===== src/rtl/port_stats_pkg.sv =====
`default_nettype none
package port_stats_pkg;
	// register byte offsets, 16-bit registers
	localparam logic [11:0] status_off = 12'h514;
	localparam logic [11:0] rsvd_first_off = 12'h516;
	localparam logic [11:0] rsvd_last_off = 12'h560;
	localparam logic [11:0] ictl_off = 12'h4a0;
	localparam logic [11:0] data_low_off = 12'h4a8;
	localparam logic [11:0] data_high_off = 12'h4aa;

	// status word fields
	localparam int variant_bit = 15;
	localparam logic variant_reset = 1'b0;
	localparam logic [15:0] status_reset = 16'h0000;

	// indirect control fields
	localparam int ctl_read_bit = 12;
	localparam int ctl_addr_msb = 9;
	localparam int ctl_port_lsb = 5;
	localparam logic [15:0] ctl_reset = 16'h0000;

	// counter word fields
	localparam int cnt_width = 30;
	localparam int ovf_bit = 31;
	localparam int valid_bit = 30;
	localparam logic [31:0] word_reset = 32'h0000_0000;
	localparam int counter_count = 32;

	// counter indices
	localparam int idx_octets = 0;
	localparam int idx_short_good = 2;
	localparam int idx_short_bad = 3;
	localparam int idx_long_good = 4;
	localparam int idx_long_bad = 5;
	localparam int idx_symbol = 6;
	localparam int idx_checksum = 7;
	localparam int idx_misaligned = 8;
	localparam int idx_mac_ctrl = 9;
	localparam int idx_pause = 10;
	localparam int idx_bcast = 11;
	localparam int idx_mcast = 12;
	localparam int idx_ucast = 13;
	localparam int idx_len_bin_first = 14;

	// frame length limits in octets
	localparam int len_width = 11;
	localparam logic [10:0] min_frame_len = 11'h040;
	localparam logic [10:0] max_std_len = 11'h5f2;
	localparam logic [10:0] max_long_len = 11'h600;
	localparam logic [10:0] bin_edge_128 = 11'h080;
	localparam logic [10:0] bin_edge_256 = 11'h100;
	localparam logic [10:0] bin_edge_512 = 11'h200;
	localparam logic [10:0] bin_edge_1024 = 11'h400;

	typedef enum logic [0:0] {
		st_idle = 1'b0,
		st_fetch = 1'b1
	} fetch_state_type;

	// order matches status bits 13 down to 0
	typedef struct packed {
		logic polarity_rev;
		logic rx_fc_active;
		logic tx_fc_active;
		logic speed_100;
		logic full_duplex;
		logic far_fault;
		logic mdix_state;
		logic an_done;
		logic link_good;
		logic [4:0] partner_abil;
	} phy_status_type;

	typedef struct packed {
		logic done;
		logic [10:0] len;
		logic crc_ok;
		logic symbol_err;
		logic odd_bits;
		logic bcast;
		logic mcast;
		logic mac_ctrl;
		logic pause_match;
	} rx_frame_type;
endpackage
`default_nettype wire


===== src/rtl/port_stats.sv =====
`timescale 1ns/1ps
`default_nettype none
module port_stats (
	input wire logic clk,
	input wire logic arst_n,
	input wire port_stats_pkg::phy_status_type phy_pins,
	input wire port_stats_pkg::rx_frame_type rx_frame,
	input wire logic max_1536_sel,
	input wire logic [11:0] reg_addr,
	input wire logic reg_wr,
	input wire logic reg_rd,
	input wire logic [15:0] reg_wdata,
	output logic [15:0] reg_rdata,
	output logic reg_rd_ack,
	output logic crossover_variant_select
);

	function automatic logic in_range(input logic [10:0] v, input logic [10:0] lo, input logic [10:0] hi);
		in_range = (v >= lo) && (v <= hi);
	endfunction

	// base is zero when the counter is read this cycle, so an event in that cycle still lands
	function automatic logic [30:0] next_count(input logic [30:0] old, input logic clr, input logic [29:0] amt);
		logic [30:0] base;
		logic [30:0] sum;
		base = clr ? 31'h0000_0000 : old;
		sum = {1'b0, base[29:0]} + {1'b0, amt};
		next_count = {base[30] | sum[30], sum[29:0]};
	endfunction

	port_stats_pkg::phy_status_type sync1_q, sync2_q, sync3_q, filt_q;
	logic variant_q;
	logic [15:0] ctl_q;
	logic [9:0] sel_q;
	logic [31:0] word_q;
	logic [30:0] cnt_q [port_stats_pkg::counter_count];
	port_stats_pkg::fetch_state_type state_q;
	logic [15:0] rdata_q;
	logic ack_q;

	logic [13:0] agree;
	logic [10:0] limit;
	logic [10:0] flen;
	logic len_ok;
	logic bad_frame;
	logic good_frame;
	logic [31:0] hit;
	logic trigger;
	logic sel_in_port;
	logic clr_now;
	logic [15:0] status_word;

	// three-stage capture of the phy levels; a bit is accepted once stages two and three agree
	always_ff @(posedge clk or negedge arst_n) begin
		if (!arst_n) begin
			sync1_q <= '0;
			sync2_q <= '0;
			sync3_q <= '0;
		end else begin
			sync1_q <= phy_pins;
			sync2_q <= sync1_q;
			sync3_q <= sync2_q;
		end
	end

	assign agree = ~(sync2_q ^ sync3_q);

	always_ff @(posedge clk or negedge arst_n) begin
		if (!arst_n) begin
			filt_q <= '0;
		end else begin
			filt_q <= port_stats_pkg::phy_status_type'((sync2_q & agree) | (filt_q & ~agree));
		end
	end

	always_ff @(posedge clk or negedge arst_n) begin
		if (!arst_n) begin
			variant_q <= port_stats_pkg::variant_reset;
		end else if (reg_wr && reg_addr == port_stats_pkg::status_off) begin
			variant_q <= reg_wdata[port_stats_pkg::variant_bit];
		end
	end

	assign crossover_variant_select = variant_q;

	// partner abilities, bits 4-0
	// bit 14 is reserved and reads zero
	assign status_word = {variant_q, 1'b0, filt_q};

	// frame classification
	assign limit = max_1536_sel ? port_stats_pkg::max_long_len : port_stats_pkg::max_std_len;
	assign flen = rx_frame.len;
	assign len_ok = in_range(flen, port_stats_pkg::min_frame_len, limit);
	assign bad_frame = !rx_frame.crc_ok || rx_frame.symbol_err;
	assign good_frame = len_ok && !bad_frame;

	always_comb begin
		hit = 32'h0000_0000;
		if (rx_frame.done) begin
			hit[port_stats_pkg::idx_octets] = 1'b1;
			hit[port_stats_pkg::idx_short_good] = (flen < port_stats_pkg::min_frame_len) && rx_frame.crc_ok
				&& !rx_frame.symbol_err;
			hit[port_stats_pkg::idx_short_bad] = (flen < port_stats_pkg::min_frame_len)
				&& (bad_frame || rx_frame.odd_bits);
			hit[port_stats_pkg::idx_long_good] = (flen > limit) && !bad_frame;
			hit[port_stats_pkg::idx_long_bad] = (flen > limit) && (bad_frame || rx_frame.odd_bits);
			hit[port_stats_pkg::idx_symbol] = len_ok && rx_frame.symbol_err;
			hit[port_stats_pkg::idx_checksum] = len_ok && !rx_frame.crc_ok && !rx_frame.symbol_err
				&& !rx_frame.odd_bits;
			hit[port_stats_pkg::idx_misaligned] = len_ok && !rx_frame.crc_ok && !rx_frame.symbol_err
				&& rx_frame.odd_bits;
			hit[port_stats_pkg::idx_mac_ctrl] = rx_frame.mac_ctrl;
			hit[port_stats_pkg::idx_pause] = rx_frame.pause_match && rx_frame.crc_ok
				&& (flen >= port_stats_pkg::min_frame_len);
			hit[port_stats_pkg::idx_bcast] = good_frame && rx_frame.bcast;
			hit[port_stats_pkg::idx_mcast] = good_frame && rx_frame.mcast && !rx_frame.bcast
				&& !rx_frame.mac_ctrl;
			hit[port_stats_pkg::idx_ucast] = good_frame && !rx_frame.bcast && !rx_frame.mcast;
			hit[port_stats_pkg::idx_len_bin_first] = (flen == port_stats_pkg::min_frame_len);
			hit[port_stats_pkg::idx_len_bin_first + 1] = in_range(flen, port_stats_pkg::min_frame_len + 11'h001,
				port_stats_pkg::bin_edge_128 - 11'h001);
			hit[port_stats_pkg::idx_len_bin_first + 2] = in_range(flen, port_stats_pkg::bin_edge_128,
				port_stats_pkg::bin_edge_256 - 11'h001);
			hit[port_stats_pkg::idx_len_bin_first + 3] = in_range(flen, port_stats_pkg::bin_edge_256,
				port_stats_pkg::bin_edge_512 - 11'h001);
			hit[port_stats_pkg::idx_len_bin_first + 4] = in_range(flen, port_stats_pkg::bin_edge_512,
				port_stats_pkg::bin_edge_1024 - 11'h001);
			hit[port_stats_pkg::idx_len_bin_first + 5] = in_range(flen, port_stats_pkg::bin_edge_1024, limit);
		end
	end

	assign trigger = reg_wr && reg_addr == port_stats_pkg::ictl_off && reg_wdata[port_stats_pkg::ctl_read_bit];
	assign sel_in_port = (sel_q[port_stats_pkg::ctl_addr_msb:port_stats_pkg::ctl_port_lsb] == 5'h00);
	// a trigger during a fetch abandons that read, so its counter is not cleared unseen
	assign clr_now = (state_q == port_stats_pkg::st_fetch) && sel_in_port && !trigger;

	// control register holds address and selection
	always_ff @(posedge clk or negedge arst_n) begin
		if (!arst_n) begin
			ctl_q <= port_stats_pkg::ctl_reset;
			sel_q <= 10'h000;
		end else if (reg_wr && reg_addr == port_stats_pkg::ictl_off) begin
			ctl_q <= reg_wdata;
			sel_q <= reg_wdata[port_stats_pkg::ctl_addr_msb:0];
		end
	end

	// one write both addresses and starts
	always_ff @(posedge clk or negedge arst_n) begin
		if (!arst_n) begin
			state_q <= port_stats_pkg::st_idle;
		end else begin
			case (state_q)
				port_stats_pkg::st_idle: begin
					if (trigger) begin
						state_q <= port_stats_pkg::st_fetch;
					end
				end
				port_stats_pkg::st_fetch: begin
					state_q <= trigger ? port_stats_pkg::st_fetch : port_stats_pkg::st_idle;
				end
				default: begin
					state_q <= port_stats_pkg::st_idle;
				end
			endcase
		end
	end

	// counter bank; wrap sets overflow, read clears it
	always_ff @(posedge clk or negedge arst_n) begin
		if (!arst_n) begin
			for (int i = 0; i < port_stats_pkg::counter_count; i++) begin
				cnt_q[i] <= 31'h0000_0000;
			end
		end else begin
			for (int i = 0; i < port_stats_pkg::counter_count; i++) begin
				cnt_q[i] <= next_count(cnt_q[i], clr_now && (sel_q[4:0] == 5'(i)),
					(i == port_stats_pkg::idx_octets) ? {19'h00000, flen & {11{hit[i]}}} : {29'h00000000, hit[i]});
			end
		end
	end

	// word capture; valid stays low while the fetch is pending
	always_ff @(posedge clk or negedge arst_n) begin
		if (!arst_n) begin
			word_q <= port_stats_pkg::word_reset;
		end else if (trigger) begin
			word_q[port_stats_pkg::valid_bit] <= 1'b0;
		end else if (state_q == port_stats_pkg::st_fetch) begin
			// out-of-port addresses return a valid zero word
			word_q <= sel_in_port ? {cnt_q[sel_q[4:0]][30], 1'b1, cnt_q[sel_q[4:0]][29:0]} : 32'h4000_0000;
		end
	end

	// split data registers; reserved and unmapped read zero
	always_ff @(posedge clk or negedge arst_n) begin
		if (!arst_n) begin
			rdata_q <= port_stats_pkg::status_reset;
			ack_q <= 1'b0;
		end else begin
			ack_q <= reg_rd;
			if (reg_rd) begin
				case (reg_addr)
					port_stats_pkg::status_off: begin
						rdata_q <= status_word;
					end
					port_stats_pkg::ictl_off: begin
						rdata_q <= ctl_q;
					end
					port_stats_pkg::data_low_off: begin
						rdata_q <= word_q[15:0];
					end
					port_stats_pkg::data_high_off: begin
						rdata_q <= word_q[31:16];
					end
					default: begin
						rdata_q <= 16'h0000;
					end
				endcase
			end
		end
	end

	assign reg_rdata = rdata_q;
	assign reg_rd_ack = ack_q;
endmodule
`default_nettype wire


===== config.mk =====
export PLATFORM = sky130hd
export DESIGN_NAME = port_stats
export DESIGN_NICKNAME = d
export VERILOG_FILES = /design/src/rtl/port_stats_pkg.sv /design/src/rtl/port_stats.sv
export SDC_FILE = /design/constraint.sdc
export NUM_CORES = 2
export LEC_CHECK = 0
export ABC_AREA = 1
export BUFFER_PORTS_ARGS = -buffer_cell sky130_fd_sc_hd__buf_4
export CAP_MARGIN = 10
export CORE_UTILIZATION = 40
export DETAILED_ROUTE_END_ITERATION = 16
export SETUP_SLACK_MARGIN = 0.3
export SYNTH_ARGS = -nofsm -noshare
export SYNTH_HDL_FRONTEND = slang
export SYNTH_SLANG_ARGS = --single-unit

===== constraint.sdc =====
create_clock -name clk -period 8.4 [get_ports clk]
set_clock_uncertainty 0.1 [all_clocks]
set_input_delay 0.84 -clock clk [delete_from_list [all_inputs] [get_ports clk]]
set_output_delay 0.84 -clock clk [all_outputs]
set_load 0.005 [all_outputs]

==> qor.csv <==
metric;value;unit
status;complete, no violations;
setup_viol;0;
layout-drive-gt1-share;7.31;%
cts.repair.resized;0;
hpwlAfterDp;115000;um
synth_edf_count;0;
seq_area_frac_synth;39.5;%
p_leak;22.5;nW
first_iter_violations;4488;
die_w;338;um
clkPwrFrac;46.6;%
grt_pass1_wl;234000;um
dieArea;114000;sq um
drtAntennaViolNets;0;
synth-seq-cells;712;
initial_core_util;40.5;%
seq_power_share;45.6;%
port_buffers;83;
ys_async_sr_fraction;100;%
dpl_worst_slack;3.82;ns
yosys_warnings;0;
cp_common_cell;nand2_1;
slowest_stage;nor2_4;
num_rows;122;
cp-start-kind;flop;
synthTopCellsByArea;dfrtp_1 (40%), nand2_1 (17%), nand3_1 (9.3%), nor2_1 (6.7%), inv_1 (5.2%);
layout_commonest_cell;nand2_1;
place.gp.congestion;1.02;
worst_slew_pin_slew;1.07;ns
cts.sinks;712;
irDropWorstVdd;0.000135;V
worstPathCellList;nor2_4 -> buf_4 -> nand2_1 -> nor2_1 -> nand3_4 -> nand2_1 -> inv_1 -> ha_1 -> ha_1 -> nand2_1 -> inv_1 -> nand3_2 -> nor2_2 -> nand2_1 -> nor2_4 -> a21oi_1 -> nor2_1;
core;111000;sq um
viasPerCell;5.38;
cts_max_path_buffers;3;
synth_top_area_share;39.5;%
synthesis.nets;6490;
fmaxAchievable;0.220;GHz
crit_fanout;55;
path_class;flop to flop;
finalWirelength;153000;um
layout_common_cells;nand2_1 (2,010), nand3_1 (838), nor2_1 (801);
rsz0062_at_grt;false;
setup_ws;3.84;ns
grt_max_degree;173;
cts_buffers;87;
vias;42600;
drtPass1Iterations;6;
fin_tns_setup;0;ns
clk_pin_slew;0.06;ns
synth.distinct_cells;52;
pin_count;84;
p_sw_share;26.8;%
final_hold_viol_count;0;
hp-class;input port to asynchronous set/reset pin;
area_delta_synth_final;10.2;%
final_max_slew_viol_count;0;
fin_crit_sh;54.2;%
p_int;6.21;mW
cp.required;8.85;ns
place_inst;7760;
cts_max_level;3;
root_buffer;clkbuf_16;
layout.cells.non_filler;7918;
utilization;44.7;%
post_drt_wl_per_cell;19.4;um
cpPeakStageDelay;0.66;ns
finalWorstPathRequiredPeriod;4.56;ns
antennaDiodeCount;0;
insertion_delay;0.69;ns
cp_top_family;simple AND/OR/NAND/NOR gates;
die_h;338;um
grtUsageTotal;26.6;%
grt_pass1_vias;39200;
gr-total-overflow;0;
pwr-share-comb;7.8;%
p_switching;2.27;mW
nets;6482;
max-cap-violations;0;
synth_area;45100;sq um
synth_top_area_cell;dfrtp_1;
setup.worst_path.end_class;flop;
arrival;5.01;ns
avgSynthCellArea;7.08;sq um
drc;0;
grt_antenna_before_repair;0;
critPathBufInv;3;
postSynthCellCount;6369;
hold_buffers;0;
post_cts_buffers;0;
relSlewSlack;28.7;%
powerDensity;171;nW/um^2
cts_tree;yes;
ys.flop_type;dfrtp_1;
==> worst reg2reg max path: cells and delay by family, from the launching register on <==
kind	cells	cell delay, ns
AND/OR/NAND/NOR	11	2.56
buffers and inverters	3	0.73
flip-flops	1	0.47
adder cells (fa/ha/maj)	2	0.43
AO/OA/AOI/OAI	1	0.14
==> logic make-up after synthesis <==
group | share of synthesized area, %
buffers and inverters | 7.99
AO/OA/AOI/OAI | 6.97
AND/OR/NAND/NOR | 38.1
XOR/XNOR | 5.55
flip-flops | 39.5
adder cells (fa/ha/maj) | 1.85
multiplexers | 0.0250
==> power groups by stage <==
| stage | Combinational (mW) | Clock (mW) | Sequential [mW] |
|---|---|---|---|
| after floorplan | 0.446 | 0 | 3.82 |
| after global placement | 0.647 | 0 | 3.92 |
| after detailed placement | 0.662 | 0 | 3.92 |
| after CTS | 0.668 | 4.03 | 3.86 |
| after global routing | 0.769 | 4.14 | 3.89 |
| final | 0.661 | 3.96 | 3.87 |
==> final cells by class <==
cell class	instances	area [sq um]
Inverter	632	2370
Tap cell	1488	1860
Clock inverter	34	423
Clock buffer	124	2560
Sequential cell	712	17800
Fill cell	11400	61600
Timing Repair Buffer	118	943
Multi-Input combinational cell	4810	23700
==> cells in the mapped netlist (18+ instances only) <==
master	n
o21bai_1	21
nor2_1	801
buf_4	27
nand3_1	840
a21oi_1	101
nand2_1	2010
nor2_4	24
buf_6	27
xor2_1	115
inv_1	622
ha_1	54
clkbuf_1	64
o21ai_0	112
buf_1	18
a22oi_1	203
nand4_1	49
dfrtp_1	712
nand3_2	38
xnor2_1	171
buf_2	77
nor2_2	85
nor3_1	33
==> per-layer routing <==
metal	global-route usage (%)	wire length [um]	vias to the layer above
li1	-	-	20500
met1	39.0	70200	20300
met2	39.2	65100	1544
met3	3.99	11600	283
met4	10.3	6310	0
met5	0	0	-
==> registers in the layout, indices dropped and copies added, names as in the netlist, 14 cells and up, named ones only <==
name	count
cnt_q	589
sync2_q	14
sync3_q	14
reg_rdata	16
word_q	32
ctl_q	16
sync1_q	14
==> stage by stage <==
stage / total power [mW] / hold slack, ns / area, sq um
after floorplan: 4.27 / 0.231 / 45100
after global placement: 4.57 / 0.233 / 46700
after detailed placement: 4.58 / 0.236 / 46700
after CTS: 8.55 / 0.134 / 49700
after global routing: 8.80 / 0.147 / 49700
final: 8.48 / 0.0916 / 49700
==> final timing paths <==
path | to | slack (ns) | depth (start not counted) | start
min reg2reg | sync2_q[0] | 0.25 | 0 | sync1_q[0]
max | cnt_q[855] | 3.84 | 17 | ctl_q[0]
max reg2reg | cnt_q[855] | 3.84 | 17 | ctl_q[0]
min | cnt_q[730] | 0.09 | 1 | arst_n
max in group asynchronous | sync1_q[3] | 6.48 | 2 | arst_n
min in group clk | sync1_q[4] | 0.16 | 1 | phy_pins[4]
Note: power is estimated with default switching activity, not from simulation.
